==> src/rtl/uart_efc_pkg.sv <==
/*
  Constants shared by the enhanced flow control channel and its character matcher:
  register offsets, field positions, reset values and state codes.
  Assumes a single sys_clk domain and a byte-wide register port.
*/
package uart_efc_pkg;
  // ==========================================================================
  // Register offsets (5-bit register port address)
  localparam logic [4:0] OFF_RX_DATA      = 5'h00;
  localparam logic [4:0] OFF_INT_ENABLE   = 5'h01;
  localparam logic [4:0] OFF_INT_STATUS   = 5'h02; // Read side
  localparam logic [4:0] OFF_FIFO_CONTROL = 5'h02; // Write side
  localparam logic [4:0] OFF_LINE_CONTROL = 5'h03;
  localparam logic [4:0] OFF_MODEM_CTRL   = 5'h04;
  localparam logic [4:0] OFF_LINE_STATUS  = 5'h05;
  localparam logic [4:0] OFF_MODEM_STATUS = 5'h06;
  localparam logic [4:0] OFF_SCRATCH      = 5'h07;
  localparam logic [4:0] OFF_ENH_FEATURE  = 5'h08;
  localparam logic [4:0] OFF_RESUME_1     = 5'h09;
  localparam logic [4:0] OFF_RESUME_2     = 5'h0A;
  localparam logic [4:0] OFF_PAUSE_1      = 5'h0B;
  localparam logic [4:0] OFF_PAUSE_2      = 5'h0C;
  localparam logic [4:0] OFF_DIVISOR_LOW  = 5'h0D;
  localparam logic [4:0] OFF_DIVISOR_HIGH = 5'h0E;
  localparam logic [4:0] OFF_EVENT_STATUS = 5'h10;
  localparam logic [4:0] OFF_EVENT_MASK   = 5'h11;

  // ==========================================================================
  // Field positions
  localparam int EFR_GATE_BIT    = 4;
  localparam int EFR_SPECIAL_BIT = 5;
  localparam int MCR_DTR_BIT     = 0;
  localparam int MCR_RTS_BIT     = 1;
  localparam int MCR_OUT2_BIT    = 3;
  localparam int EV_SPECIAL      = 0;
  localparam int EV_PAUSE_RX     = 1;
  localparam int EV_RESUME_RX    = 2;
  localparam int EV_MODEM        = 3;
  localparam int EV_W            = 4;

  // ==========================================================================
  // Reset values and flow selection codes
  localparam logic [7:0] SCRATCH_RST  = 8'hFF;
  localparam logic [1:0] LSR_TX_RST   = 2'h3;
  localparam logic [1:0] SEL_NONE     = 2'h0;
  localparam logic [1:0] SEL_SECOND   = 2'h1;
  localparam logic [1:0] SEL_FIRST    = 2'h2;
  localparam logic [1:0] SEL_BOTH     = 2'h3;

  typedef enum logic [1:0] {
    TX_IDLE   = 2'b00,
    TX_FIRST  = 2'b01,
    TX_SECOND = 2'b10
  } tx_state_e;
endpackage

==> src/rtl/flow_match_if.sv <==
/*
  Bundle between the channel control and the received-character matcher.
  Assumes both ends run on sys_clk.
*/
`timescale 1ns/100ps
interface flow_match_if;
  logic [7:0] resume_first;
  logic [7:0] resume_second;
  logic [7:0] pause_first;
  logic [7:0] pause_second;
  logic [1:0] rx_sel;
  logic       special_en;
  logic       rx_valid;
  logic [7:0] rx_char;
  logic       pause_hit;
  logic       resume_hit;
  logic       special_hit;
  logic       swallow;

  modport ctrl (output resume_first, resume_second, pause_first, pause_second,
                output rx_sel, special_en, rx_valid, rx_char,
                input  pause_hit, resume_hit, special_hit, swallow);
  modport match (input  resume_first, resume_second, pause_first, pause_second,
                 input  rx_sel, special_en, rx_valid, rx_char,
                 output pause_hit, resume_hit, special_hit, swallow);
endinterface

==> src/rtl/flow_char_matcher.sv <==
/*
  Compares each received character against the pause, resume and special
  characters. Holds one bit of sequence state per kind for two-character mode.
  Assumes rx_valid is a one-cycle strobe per received character.
*/
`timescale 1ns/100ps
module flow_char_matcher (
  input wire logic   sys_clk,
  input wire logic   sys_rst,
  flow_match_if.match fm
);
  logic pend_pause;
  logic pend_resume;

  // ==========================================================================
  // Full 8-bit equality of each character register against the received character
  wire eq_p1 = (fm.rx_char == fm.pause_first);
  wire eq_p2 = (fm.rx_char == fm.pause_second);
  wire eq_r1 = (fm.rx_char == fm.resume_first);
  wire eq_r2 = (fm.rx_char == fm.resume_second);
  wire both  = (fm.rx_sel == uart_efc_pkg::SEL_BOTH);

  // Single-pair or sequence hits per receive selection
  wire pause_raw  = (fm.rx_sel == uart_efc_pkg::SEL_FIRST)  ? eq_p1 :
                    (fm.rx_sel == uart_efc_pkg::SEL_SECOND) ? eq_p2 :
                    both ? (pend_pause & eq_p2) : 1'b0;
  wire resume_raw = (fm.rx_sel == uart_efc_pkg::SEL_FIRST)  ? eq_r1 :
                    (fm.rx_sel == uart_efc_pkg::SEL_SECOND) ? eq_r2 :
                    both ? (pend_resume & eq_r2) : 1'b0;

  assign fm.pause_hit   = fm.rx_valid & pause_raw;
  assign fm.resume_hit  = fm.rx_valid & resume_raw;
  // Special match goes on to the FIFO unless it is also a flow hit
  assign fm.special_hit = fm.rx_valid & fm.special_en & eq_p2;
  // Flow hits never reach the FIFO as payload; the first half of a two-character sequence does
  assign fm.swallow     = fm.pause_hit | fm.resume_hit;

  // Sequence memory: first half seen on the previous character
  always_ff @(posedge sys_clk) begin
    if (sys_rst) begin
      pend_pause  <= 1'b0;
      pend_resume <= 1'b0;
    end else if (fm.rx_valid) begin
      pend_pause  <= both & eq_p1;
      pend_resume <= both & eq_r1;
    end
  end
endmodule

==> src/rtl/uart_enhanced_flow_control.sv <==
/*
  One UART channel's enhanced feature control: register port, enhanced-bit
  gating with save and restore, in-band flow character send and match, special
  character detection, reset states of status registers and pins, interrupt.
  Assumes the receiver delivers whole characters on rx_valid/rx_char, the
  transmitter accepts flow characters on a valid/ready pair, and all inputs
  are synchronous to sys_clk.
*/
// The plain strobed port and the register addresses were left to the implementer.
`timescale 1ns/100ps
module uart_enhanced_flow_control (
  input  wire logic       sys_clk,
  input  wire logic       sys_rst,
  input  wire logic [4:0] addr,
  input  wire logic [7:0] wdata,
  input  wire logic       wr,
  input  wire logic       rd,
  output logic      [7:0] rdata,
  input  wire logic       rx_valid,
  input  wire logic [7:0] rx_char,
  output logic            fifo_valid,
  output logic      [7:0] fifo_char,
  input  wire logic       tx_pause_req,
  input  wire logic       tx_resume_req,
  output logic            tx_flow_valid,
  output logic      [7:0] tx_flow_char,
  input  wire logic       tx_flow_ready,
  output logic            tx_halt,
  input  wire logic       tx_serial,
  input  wire logic [1:0] tx_idle,
  input  wire logic [3:0] modem_in,
  output logic            serial_out_a,
  output logic            gp_output2_a,
  output logic            request_to_send_a,
  output logic            terminal_ready_a,
  output logic            irq_out_a,
  output logic            irq_oe_a
);
  // ==========================================================================
  // Register storage
  logic [3:0] ier_lo;
  logic [3:0] ier_hi;
  logic [3:0] fcr_a;
  logic [1:0] fcr_enh;
  logic [1:0] fcr_b;
  logic [7:0] line_control;
  logic [4:0] mcr_lo;
  logic [2:0] mcr_hi;
  logic [1:0] isr_enh;
  logic [7:0] enhanced_feature_control;
  logic [7:0] resume_char_first;
  logic [7:0] resume_char_second;
  logic [7:0] pause_char_first;
  logic [7:0] pause_char_second;
  logic [7:0] scratch_byte;
  logic [7:0] divisor_low;
  logic [7:0] divisor_high;
  logic [7:0] rx_data;
  logic       data_ready;
  logic       overrun;
  logic [1:0] lsr_tx;
  logic [3:0] modem_prev;
  logic [3:0] modem_delta;
  logic [uart_efc_pkg::EV_W-1:0] event_status;
  logic [uart_efc_pkg::EV_W-1:0] event_mask;
  // Saved copies of the gated bits while the gate is closed
  logic [3:0] sav_ier;
  logic [1:0] sav_fcr;
  logic [2:0] sav_mcr;
  logic [1:0] sav_isr;
  uart_efc_pkg::tx_state_e tx_state;
  logic       tx_kind_pause;
  logic       serial_q;

  flow_match_if fm ();

  flow_char_matcher u_matcher (
    .sys_clk (sys_clk),
    .sys_rst (sys_rst),
    .fm      (fm)
  );

  // ==========================================================================
  // Decode
  wire gate      = enhanced_feature_control[uart_efc_pkg::EFR_GATE_BIT];
  wire [1:0] tx_sel = enhanced_feature_control[3:2];
  wire [1:0] rx_sel = enhanced_feature_control[1:0];
  wire wr_ier    = wr & (addr == uart_efc_pkg::OFF_INT_ENABLE);
  wire wr_fcr    = wr & (addr == uart_efc_pkg::OFF_FIFO_CONTROL);
  wire wr_lcr    = wr & (addr == uart_efc_pkg::OFF_LINE_CONTROL);
  wire wr_mcr    = wr & (addr == uart_efc_pkg::OFF_MODEM_CTRL);
  wire wr_efr    = wr & (addr == uart_efc_pkg::OFF_ENH_FEATURE);
  wire wr_evs    = wr & (addr == uart_efc_pkg::OFF_EVENT_STATUS);
  wire wr_evm    = wr & (addr == uart_efc_pkg::OFF_EVENT_MASK);
  wire rd_rx     = rd & (addr == uart_efc_pkg::OFF_RX_DATA);
  wire rd_isr    = rd & (addr == uart_efc_pkg::OFF_INT_STATUS);
  wire rd_lsr    = rd & (addr == uart_efc_pkg::OFF_LINE_STATUS);
  wire rd_msr    = rd & (addr == uart_efc_pkg::OFF_MODEM_STATUS);
  wire new_gate  = wdata[uart_efc_pkg::EFR_GATE_BIT];
  wire gate_fall = wr_efr & gate & ~new_gate;
  wire gate_rise = wr_efr & ~gate & new_gate;
  wire [7:0] modem_control = {mcr_hi, mcr_lo};

  // Matcher hookup
  assign fm.resume_first  = resume_char_first;
  assign fm.resume_second = resume_char_second;
  assign fm.pause_first   = pause_char_first;
  assign fm.pause_second  = pause_char_second;
  assign fm.rx_sel        = rx_sel;
  assign fm.special_en    = enhanced_feature_control[uart_efc_pkg::EFR_SPECIAL_BIT];
  assign fm.rx_valid      = rx_valid;
  assign fm.rx_char       = rx_char;

  // Event sources; the interrupt pin reads the sticky copy
  wire [uart_efc_pkg::EV_W-1:0] ev_set = {|(modem_in ^ modem_prev), fm.resume_hit,
                                          fm.pause_hit, fm.special_hit};
  wire irq_any = |(event_status & event_mask);
  wire [7:0] isr_val = {2'h0, isr_enh, 3'h0, ~irq_any};
  wire [7:0] lsr_val = {1'b0, lsr_tx, 3'h0, overrun, data_ready};
  wire [7:0] msr_val = {modem_in, modem_delta};
  wire store     = rx_valid & ~fm.swallow;

  // ==========================================================================
  // Read mux; unmapped offsets read zero
  logic [7:0] next_rdata;
  always_comb begin
    unique case (addr)
      uart_efc_pkg::OFF_RX_DATA:      next_rdata = rx_data;
      uart_efc_pkg::OFF_INT_ENABLE:   next_rdata = {ier_hi, ier_lo};
      uart_efc_pkg::OFF_INT_STATUS:   next_rdata = isr_val;
      uart_efc_pkg::OFF_LINE_CONTROL: next_rdata = line_control;
      uart_efc_pkg::OFF_MODEM_CTRL:   next_rdata = modem_control;
      uart_efc_pkg::OFF_LINE_STATUS:  next_rdata = lsr_val;
      uart_efc_pkg::OFF_MODEM_STATUS: next_rdata = msr_val;
      uart_efc_pkg::OFF_SCRATCH:      next_rdata = scratch_byte;
      uart_efc_pkg::OFF_ENH_FEATURE:  next_rdata = enhanced_feature_control;
      uart_efc_pkg::OFF_RESUME_1:     next_rdata = resume_char_first;
      uart_efc_pkg::OFF_RESUME_2:     next_rdata = resume_char_second;
      uart_efc_pkg::OFF_PAUSE_1:      next_rdata = pause_char_first;
      uart_efc_pkg::OFF_PAUSE_2:      next_rdata = pause_char_second;
      uart_efc_pkg::OFF_DIVISOR_LOW:  next_rdata = divisor_low;
      uart_efc_pkg::OFF_DIVISOR_HIGH: next_rdata = divisor_high;
      uart_efc_pkg::OFF_EVENT_STATUS: next_rdata = {4'h0, event_status};
      uart_efc_pkg::OFF_EVENT_MASK:   next_rdata = {4'h0, event_mask};
      default:                        next_rdata = 8'h00;
    endcase
  end

  always_ff @(posedge sys_clk) begin
    if (sys_rst) begin
      rdata <= 8'h00;
    end else begin
      rdata <= rd ? next_rdata : 8'h00;
    end
  end

  // ==========================================================================
  // Plain control registers, not touched by the gate
  always_ff @(posedge sys_clk) begin
    if (sys_rst) begin
      ier_lo                   <= 4'h0;
      fcr_a                    <= 4'h0;
      fcr_b                    <= 2'h0;
      line_control             <= 8'h00;
      mcr_lo                   <= 5'h00;
      enhanced_feature_control <= 8'h00;
      scratch_byte             <= uart_efc_pkg::SCRATCH_RST;
      event_mask               <= '0;
    end else begin
      if (wr_ier) ier_lo <= wdata[3:0];
      if (wr_fcr) begin
        fcr_a <= wdata[3:0];
        fcr_b <= wdata[7:6];
      end
      if (wr_lcr) line_control <= wdata;
      if (wr_mcr) mcr_lo <= wdata[4:0];
      if (wr_efr) enhanced_feature_control <= wdata;
      if (wr && addr == uart_efc_pkg::OFF_SCRATCH) scratch_byte <= wdata;
      if (wr_evm) event_mask <= wdata[uart_efc_pkg::EV_W-1:0];
    end
  end

  // Character and divisor registers hold no defined reset value
  always_ff @(posedge sys_clk) begin
    if (wr && addr == uart_efc_pkg::OFF_RESUME_1) resume_char_first <= wdata;
    if (wr && addr == uart_efc_pkg::OFF_RESUME_2) resume_char_second <= wdata;
    if (wr && addr == uart_efc_pkg::OFF_PAUSE_1) pause_char_first <= wdata;
    if (wr && addr == uart_efc_pkg::OFF_PAUSE_2) pause_char_second <= wdata;
    if (wr && addr == uart_efc_pkg::OFF_DIVISOR_LOW) divisor_low <= wdata;
    if (wr && addr == uart_efc_pkg::OFF_DIVISOR_HIGH) divisor_high <= wdata;
  end

  // ==========================================================================
  // Gated enhanced bits: writable only with the gate open, saved and zeroed
  // when it closes, restored when it opens. Legacy drivers that never open
  // the gate therefore cannot disturb them.
  always_ff @(posedge sys_clk) begin
    if (sys_rst) begin
      ier_hi  <= 4'h0;
      fcr_enh <= 2'h0;
      mcr_hi  <= 3'h0;
      isr_enh <= 2'h0;
      sav_ier <= 4'h0;
      sav_fcr <= 2'h0;
      sav_mcr <= 3'h0;
      sav_isr <= 2'h0;
    end else if (gate_fall) begin
      sav_ier <= ier_hi;
      sav_fcr <= fcr_enh;
      sav_mcr <= mcr_hi;
      sav_isr <= isr_enh;
      ier_hi  <= 4'h0;
      fcr_enh <= 2'h0;
      mcr_hi  <= 3'h0;
      isr_enh <= 2'h0;
    end else if (gate_rise) begin
      ier_hi  <= sav_ier;
      fcr_enh <= sav_fcr;
      mcr_hi  <= sav_mcr;
      isr_enh <= sav_isr;
    end else if (gate) begin
      if (wr_ier) ier_hi <= wdata[7:4];
      if (wr_fcr) fcr_enh <= wdata[5:4];
      if (wr_mcr) mcr_hi <= wdata[7:5];
      // Special-detect flag: set wins over the read that clears it
      isr_enh[0] <= fm.special_hit | (isr_enh[0] & ~rd_isr);
      isr_enh[1] <= tx_halt;
    end
  end

  // ==========================================================================
  // Receive path: matched flow symbols are dropped, everything else stored
  always_ff @(posedge sys_clk) begin
    if (sys_rst) begin
      fifo_valid <= 1'b0;
      fifo_char  <= 8'h00;
      rx_data    <= 8'h00;
      data_ready <= 1'b0;
      overrun    <= 1'b0;
      tx_halt    <= 1'b0;
    end else begin
      fifo_valid <= store;
      if (store) begin
        fifo_char <= rx_char;
        rx_data   <= rx_char;
      end
      data_ready <= store | (data_ready & ~rd_rx);
      overrun    <= (store & data_ready & ~rd_rx) | (overrun & ~rd_lsr);
      // Remote pause holds our transmitter until the resume symbol
      if (rx_sel == uart_efc_pkg::SEL_NONE) tx_halt <= 1'b0;
      else if (fm.pause_hit) tx_halt <= 1'b1;
      else if (fm.resume_hit) tx_halt <= 1'b0;
    end
  end

  // ==========================================================================
  // Line and modem status snapshots
  always_ff @(posedge sys_clk) begin
    if (sys_rst) begin
      lsr_tx      <= uart_efc_pkg::LSR_TX_RST;
      // Track the live pins in reset so no false delta follows its release
      modem_prev  <= modem_in;
      modem_delta <= 4'h0;
    end else begin
      lsr_tx      <= tx_idle;
      modem_prev  <= modem_in;
      // Change sets a delta bit, winning over the clearing read
      modem_delta <= (modem_in ^ modem_prev) | (modem_delta & {4{~rd_msr}});
    end
  end

  // ==========================================================================
  // Sticky events, write one to clear, set wins over clear
  always_ff @(posedge sys_clk) begin
    if (sys_rst) begin
      event_status <= '0;
    end else begin
      event_status <= ev_set |
                      (event_status & ~(wr_evs ? wdata[uart_efc_pkg::EV_W-1:0] : '0));
    end
  end

  // ==========================================================================
  // Transmit flow symbol sender; requests arriving while busy are dropped
  wire [7:0] kind_first  = tx_kind_pause ? pause_char_first : resume_char_first;
  wire [7:0] kind_second = tx_kind_pause ? pause_char_second : resume_char_second;
  wire       req_any     = tx_pause_req | tx_resume_req;
  wire [7:0] req_first   = tx_pause_req ? pause_char_first : resume_char_first;
  wire [7:0] req_second  = tx_pause_req ? pause_char_second : resume_char_second;

  always_ff @(posedge sys_clk) begin
    if (sys_rst) begin
      tx_state      <= uart_efc_pkg::TX_IDLE;
      tx_kind_pause <= 1'b0;
      tx_flow_char  <= 8'h00;
    end else begin
      unique case (tx_state)
        uart_efc_pkg::TX_IDLE: begin
          if (req_any && tx_sel != uart_efc_pkg::SEL_NONE) begin
            tx_state      <= uart_efc_pkg::TX_FIRST;
            tx_kind_pause <= tx_pause_req;  // Pause outranks resume
            tx_flow_char  <= (tx_sel == uart_efc_pkg::SEL_SECOND) ?
                             req_second : req_first;
          end
        end
        uart_efc_pkg::TX_FIRST: begin
          if (tx_flow_ready) begin
            if (tx_sel == uart_efc_pkg::SEL_BOTH) begin
              tx_state     <= uart_efc_pkg::TX_SECOND;
              tx_flow_char <= kind_second;
            end else begin
              tx_state <= uart_efc_pkg::TX_IDLE;
            end
          end
        end
        uart_efc_pkg::TX_SECOND: begin
          if (tx_flow_ready) tx_state <= uart_efc_pkg::TX_IDLE;
        end
        default: begin
          tx_state     <= uart_efc_pkg::TX_IDLE;
          tx_flow_char <= kind_first;
        end
      endcase
    end
  end

  assign tx_flow_valid = (tx_state != uart_efc_pkg::TX_IDLE);

  // ==========================================================================
  // Pins: modem outputs are active low, so zeroed controls give high pins
  always_ff @(posedge sys_clk) begin
    if (sys_rst) begin
      serial_q <= 1'b1;
    end else begin
      serial_q <= tx_serial;
    end
  end

  assign serial_out_a      = serial_q | sys_rst;
  assign gp_output2_a      = ~modem_control[uart_efc_pkg::MCR_OUT2_BIT] | sys_rst;
  assign request_to_send_a = ~modem_control[uart_efc_pkg::MCR_RTS_BIT] | sys_rst;
  assign terminal_ready_a  = ~modem_control[uart_efc_pkg::MCR_DTR_BIT] | sys_rst;
  assign irq_out_a         = irq_any & ~sys_rst;
  // Interrupt pin floats in reset and while the output enable bit is clear
  assign irq_oe_a          = modem_control[uart_efc_pkg::MCR_OUT2_BIT] & ~sys_rst;
endmodule

==> config.mk <==
export PLATFORM = sky130hd
export DESIGN_NAME = uart_enhanced_flow_control
export DESIGN_NICKNAME = d
export VERILOG_FILES = /design/src/rtl/uart_efc_pkg.sv /design/src/rtl/flow_match_if.sv /design/src/rtl/flow_char_matcher.sv /design/src/rtl/uart_enhanced_flow_control.sv
export SDC_FILE = /design/constraint.sdc
export NUM_CORES = 1
export LEC_CHECK = 0
export BUFFER_PORTS_ARGS = -buffer_cell sky130_fd_sc_hd__buf_2
export CAP_MARGIN = 20
export CORE_MARGIN = 2
export CORE_UTILIZATION = 55
export DETAILED_ROUTE_END_ITERATION = 10
export GPL_TIMING_DRIVEN = 1
export PLACE_DENSITY = 0.86
export SETUP_SLACK_MARGIN = 0.05
export SYNTH_ARGS = -nofsm -noshare
export SYNTH_HDL_FRONTEND = slang
export SYNTH_SLANG_ARGS = --single-unit
==> constraint.sdc <==
create_clock -name sys_clk -period 2.4 [get_ports sys_clk]
set_clock_uncertainty 0.05 [all_clocks]
set_input_delay 0.36 -clock sys_clk [delete_from_list [all_inputs] [get_ports sys_clk]]
set_output_delay 0.36 -clock sys_clk [all_outputs]
set_load 0.01 [all_outputs]
# Yosys cells after proc, flatten, opt, wreduce, memory -nomap -nowiden
# Cells that the tools add are included.
# Widths: inputs -> output; s select.
# word_totals
regBits	151
latchBits	0
mem_bits_rw	0
rom_bits	0
in_bits	36
output_inout_bits	33
elab_cells	184
n_memories	0
# classes
addsub	0
mul	0
n_div	0
n_lt_le_gt_ge	0
eq_ne	31
shifts	0
n_mux	32
n_bitwise	60
n_reduce_logical	27
# op_table
operator	count
$pmux 8 s17	1
$mux 8	8
$eq 5x4->1 const B	7
$eq 8x8->1	4
$and 1x1->1	30
$pmux 8 s3	1
$eq 5x3->1 const B	4
$mux 4	4
$not 1->1	14
$and 4x4->4	3
$mux 2	6
$reduce_bool 2->1	6
$eq 5x2->1 const B	2
$eq 5x5->1 const B	2
$mux 3	3
$or 1x1->1	9
$eq 2x2->1 const B	4
$logic_and 1x1->1	8
$mux 1	8
$ne 2x2->1 const B	4
$or 4x4->4	2
$reduce_or 4->1	2
$eq 2x1->1 const B	3
$pmux 2 s3	1
other kinds (9)	14

# Longest topological paths before layout
# logic_depth
ltp_word	12
depth_mapped	9
depth_no_buf	6

# Cells and area by module
# A second synthesis with hierarchy kept.
# hier_totals
hier_cells	767
area_unflattened_um2	7429.6
# by_module_without_submodules
mod	instances	cells_each	area_each_um2	seq_area_each_um2
uart_enhanced_flow_control	1	696	6839.1	3463.3
flow_char_matcher	1	71	590.6	40.0

# Least setup slack after synthesis
# OpenSTA, ideal clock, no wires.
# synth_path
kind	input to register
startpoint	input port addr[4]
endpoint	register resume_char_second[0], in the netlist fm.resume_second[0], enable pin
setup_time_ns	0.332
arrival_ns	1.620
t_required_ns	2.018
slack_ns	0.399
stages	5
n_path_buf	2
path_cell_list	buf_6 -> or3b_1 -> buf_2 -> nor2_1 -> and2_1
# synth_between
elab_chain_cells	2
# synth_rtl
item	line_no	text
start: declaration	uart_enhanced_flow_control.sv:14	input wire logic [4:0] addr,
$eq 5x4->1	uart_enhanced_flow_control.sv:186	if (wr && addr == uart_efc_pkg::OFF_RESUME_2) resume_char_second <= wdata;
$logic_and 1x1->1	uart_enhanced_flow_control.sv:186	
end signal: assignment	uart_enhanced_flow_control.sv:186	
end: declaration	uart_enhanced_flow_control.sv:52	logic [7:0] resume_char_second;
# Every way passes these cells.
# A chain may end at the register's enable or synchronous reset.

# Worst setup path after layout
# layout_path
startpoint	register enhanced_feature_control[2]
endpoint	register tx_flow_char[5]
# layout_between
elab_chain_cells	4
elab_cells_between_ends	10
cone_classes	eq/ne (4); mux (3); reduce/logical (3)
# layout_rtl
item	line_no	text
start: declaration	uart_enhanced_flow_control.sv:50	logic [7:0] enhanced_feature_control;
start signal: assignment	uart_enhanced_flow_control.sv:177	if (wr_efr) enhanced_feature_control <= wdata;
$eq 2x1->1 / $reduce_bool 2->1 (equally long branches)	uart_enhanced_flow_control.sv:302, uart_enhanced_flow_control.sv:299	
$mux 8 / $logic_and 1x1->1 (equally long branches)	uart_enhanced_flow_control.sv:302, uart_enhanced_flow_control.sv:299	
$mux 8 / $ne 2x2->1 (equally long branches)	--	
$pmux 8 s3 / $reduce_and 4->1 (equally long branches)	--	
end signal: assignment	uart_enhanced_flow_control.sv:302	tx_flow_char <= (tx_sel == uart_efc_pkg::SEL_SECOND) ?
end signal: assignment	uart_enhanced_flow_control.sv:310	tx_flow_char <= kind_second;
end signal: assignment	uart_enhanced_flow_control.sv:321	tx_flow_char <= kind_first;
end: declaration	uart_enhanced_flow_control.sv:26	output logic [7:0] tx_flow_char,
# Several ways; a longest one is shown, not always the timed one. The select of a mux whose other input is x is not followed.

==> impl_results.md <==
- Area of the mapped netlist: 7040 sq um
- Worst slew margin relative to its limit: 56.0%
- Register Area: 3500 sq um
- Number of antenna violations at the first check in global routing: 0
- Total leakage power: roughly 3.2 nW
- Simple-Gate Fraction of Synth Area: about a fifth
- Final period utilization: about nine tenths
- Total net switching power: 1.34 mW
- Worst min-delay path class: primary input to flip-flop
- Net count of the finished layout: between 800 and 900
- Dominant synthesized flop cell: sky130_fd_sc_hd__dfxtp_1
- Most frequent cells in the layout: sky130_fd_sc_hd__dfxtp_1, sky130_fd_sc_hd__nor2_1, sky130_fd_sc_hd__nand2_1
- Starting density of the core: 56.0%
- Die Ht: 117 um
- Power density over the cells: just over 700 nW/um^2
- Die area: ~14000 sq um
- Most common library cell in the layout ignoring fill and taps: sky130_fd_sc_hd__dfxtp_1
- Post-synth cell types: 54
- Routability cong.: 0.987
- Area inside the core boundary: between 10000 and 15000 sq um
- Internal portion of total power: 4.43 mW
- Largest family of logic cells by synthesized area: simple AND/OR/NAND/NOR gates
- Top post-synthesis cells by area: sky130_fd_sc_hd__dfxtp_1, sky130_fd_sc_hd__edfxtp_1, sky130_fd_sc_hd__mux2i_1
- Cts bufs inserted: 17
- Number of global-route vias before repair: 5880
- Count of vias placed by the detailed router: 6152
- Post-synth ARST share: 0%
- Remaining global-route overflow: 0
- Fill cells: between 900 and 1000
- Clock transition at the registers of the reported paths: 60 ps
- Total wirelength of the detailed-routed design: 21.9 mm
- Count of endpoints failing setup in the final report: 0
- Number of max-cap violations: 0
- Number of resized instances in the post-cts repair step: 0
- Maximum fanout encountered on the critical timing path: 7
- Overall power: 5.77 mW
- Post-route DRC violation count: 0
- Arr. time, crit path: roughly 2400 ps
- Multi-input combinational cell area: between 3000 and 4000 sq um
- Final setup TNS: 0 ps
- Number of register bits inferred by synthesis: 151
- Post-DP HPWL: between 15 and 20 mm
- Combined global-route utilization of all metal layers: 33.0%
- Diode insertion count for antenna repair: 0
- Setup WS pre-CTS: around 150 ps
- DR pass1 iterations: 5
- Number of cells produced by synthesis: between 700 and 800
- Slew at the pin with the worst max-slew slack: 659 ps
- DR WL/cell: 22.8 um
- Required arrival time at the worst endpoint: around 2700 ps
- Crit Path Category: flip-flop to flip-flop
- Post-DR vias/cell: 6.41
- Synthesis-to-finish area growth: 16.3%
- Number of buffers inserted by post-CTS setup repair: 0
- Routed Antenna Nets: 0
- Cell accounting for the most synthesized area: sky130_fd_sc_hd__dfxtp_1
- Number of hold buffers added after CTS: 0
- Portion of the post-synthesis area used by sequential elements: 49.8%
- Longest Clk Path Bufs: 2
- Synth Area in Adders: 0%
- Part of the total power dissipated in the clock network: between 40% and 50%
- Post-route worst setup slack: 212 ps
- Startpoint type of the worst setup path: flip-flop
- Syn Area/Cell: 9.90 sq um
- Final hold viol count: 0
- Min cycle time layout: 2190 ps
- Hold WS: 54.5 ps
- Final slew viol count: 0
- Clock Sink Count: ~150
- Count of flip-flops with a built-in enable after synthesis: 48
- Count of routing violations after the opening detailed-route iteration: 776
- Maximum level of the CTS H-tree: 4
- Xor/xnor cell area share of the yosys netlist: 4.48%
- Fraction of layout cells with a size suffix above 1: slightly above 20%
- Setup repair after global routing missed its margin: no
- Status: completed
- Part of the power in combinational logic: 6.6%
- Switching power share of the total: around 23%
- Synth warnings: 0
- Top-Level Pins: just under 70
- Std-Cell Rows: 41
- Wire length of the first global-routing pass: between 30 and 40 mm
- CTS tree: done
- Floorplan die width: about 120 um
- Pin count of the biggest net entering global routing: 46
- Multiplexer share of the synthesized area: under 10%
- Maximum achievable frequency: about 460 MHz
- Buffers on Ports: 68
- Share of the synthesized area in the top cell type: 29.3%
- Compound-cell area share of the yosys netlist: 13.6%
- CTS Root Cell: sky130_fd_sc_hd__clkbuf_16
- Flop pwr share: between 40% and 50%
- Clock latency at the later pin of the worst-skew pair: 430 ps
- Kind of end point of the critical path: flip-flop
- Maximum vdd ir drop: between 0.5 and 0.6 mV
- Net Count, Synth: around 750
==> cells in the mapped netlist, types with 4 or more instances <==
| library cell | count |
|---|---|
| sky130_fd_sc_hd__xnor2_1 | 36 |
| sky130_fd_sc_hd__inv_1 | 5 |
| sky130_fd_sc_hd__clkbuf_1 | 25 |
| sky130_fd_sc_hd__or2_2 | 5 |
| sky130_fd_sc_hd__nor2_1 | 83 |
| sky130_fd_sc_hd__a211oi_1 | 10 |
| sky130_fd_sc_hd__a21oi_1 | 52 |
| sky130_fd_sc_hd__nand2b_1 | 6 |
| sky130_fd_sc_hd__a222oi_1 | 6 |
| sky130_fd_sc_hd__a31oi_1 | 4 |
| sky130_fd_sc_hd__nor2_2 | 4 |
| sky130_fd_sc_hd__edfxtp_1 | 48 |
| sky130_fd_sc_hd__nand2_1 | 73 |
| sky130_fd_sc_hd__dfxtp_1 | 103 |
| sky130_fd_sc_hd__nand4_1 | 13 |
| sky130_fd_sc_hd__a22oi_1 | 37 |
| sky130_fd_sc_hd__o21ai_0 | 5 |
| sky130_fd_sc_hd__a221oi_1 | 14 |
| sky130_fd_sc_hd__mux2_2 | 9 |
| sky130_fd_sc_hd__and3_1 | 6 |
| sky130_fd_sc_hd__nor3_1 | 7 |
| sky130_fd_sc_hd__mux2i_1 | 40 |
| sky130_fd_sc_hd__nand3_1 | 43 |
| sky130_fd_sc_hd__mux4_2 | 8 |
| sky130_fd_sc_hd__a22o_1 | 4 |
| sky130_fd_sc_hd__and2_1 | 8 |
| sky130_fd_sc_hd__buf_2 | 19 |
==> cells by family (layout without fill, tap and decap cells) <==
| logic type | after synthesis | after routing |
|---|---|---|
| AO/OA/AOI/OAI | 141 | 141 |
| XOR/XNOR | 36 | 36 |
| buffers and inverters | 57 | 134 |
| flip-flops | 151 | 151 |
| multiplexers | 57 | 57 |
| AND/OR/NAND/NOR | 269 | 269 |
==> routing by layer <==
metal / vias to the layer above / share of wire (%) / track usage, %
li1: 2721 / - / -
met1: 2980 / 39 / 43.5
met2: 395 / 48 / 54.1
met3: 56 / 9.9 / 6.49
met4: 0 / 2.8 / 13.0
met5: - / 0 / 0
==> layout make-up <==
| type | count | area share (%) |
|---|---|---|
| Sequential cell | 151 | 42.8 |
| Clock inverter | 15 | 1.94 |
| Tap cell | 172 | 2.63 |
| Clock buffer | 17 | 5.20 |
| Timing Repair Buffer | 96 | 7.18 |
| Inverter | 6 | 0.275 |
| Multi-Input combinational cell | 503 | 40.0 |
==> state kept, by name (all words and copies together) (netlist names), 5 cells and up <==
| signal | flops |
|---|---|
| fm.pause_first | 8 |
| enhanced_feature_control | 8 |
| tx_flow_char | 8 |
| scratch_byte | 8 |
| fm.pause_second | 8 |
| mcr_lo | 5 |
| rx_data | 8 |
| divisor_high | 8 |
| fm.resume_first | 8 |
| line_control | 8 |
| rdata | 8 |
| divisor_low | 8 |
| fm.resume_second | 8 |
==> power by group through the flow <==
stage / Clock [mW] / Sequential, mW / Combinational, mW
after floorplan: 0 / 2.76 / 0.228
after global placement: 0 / 2.77 / 0.359
after detailed placement: 0 / 2.77 / 0.369
after CTS: 2.67 / 2.72 / 0.371
after global routing: 2.80 / 2.72 / 0.402
final: 2.67 / 2.72 / 0.378
==> metrics by stage <==
step | util, % | cells | area [sq um]
floorplan | - | 711 | 7040
global placement | 60.5 | 928 | 7600
detailed placement | 60.5 | 928 | 7600
CTS | 65.1 | 960 | 8180
global route | 65.1 | 960 | 8190
finish | 65.1 | 960 | 8190
==> worst paths after layout <==
| check | slack, ps | to | startpoint | cells after the start |
|---|---|---|---|---|
| hold reg to reg | 420 | ier_lo[1] | ier_lo[1] | 2 |
| hold / removal | 50 | modem_prev[0] | modem_in[0] | 1 |
| setup reg to reg | 210 | tx_flow_char[5] | enhanced_feature_control[2] | 7 |
| setup / recovery | 210 | tx_flow_char[5] | enhanced_feature_control[2] | 7 |
==> critical path, stage by stage (launching register included) <==
cell and delay [ps]:
sky130_fd_sc_hd__dfxtp_1 500, sky130_fd_sc_hd__nor2b_1 330, sky130_fd_sc_hd__buf_4 230, sky130_fd_sc_hd__mux4_2 300, sky130_fd_sc_hd__a221oi_1 330, sky130_fd_sc_hd__nor2_1 90, sky130_fd_sc_hd__a21oi_1 180, sky130_fd_sc_hd__nor2_1 60
(Power assumes the default switching activity.)
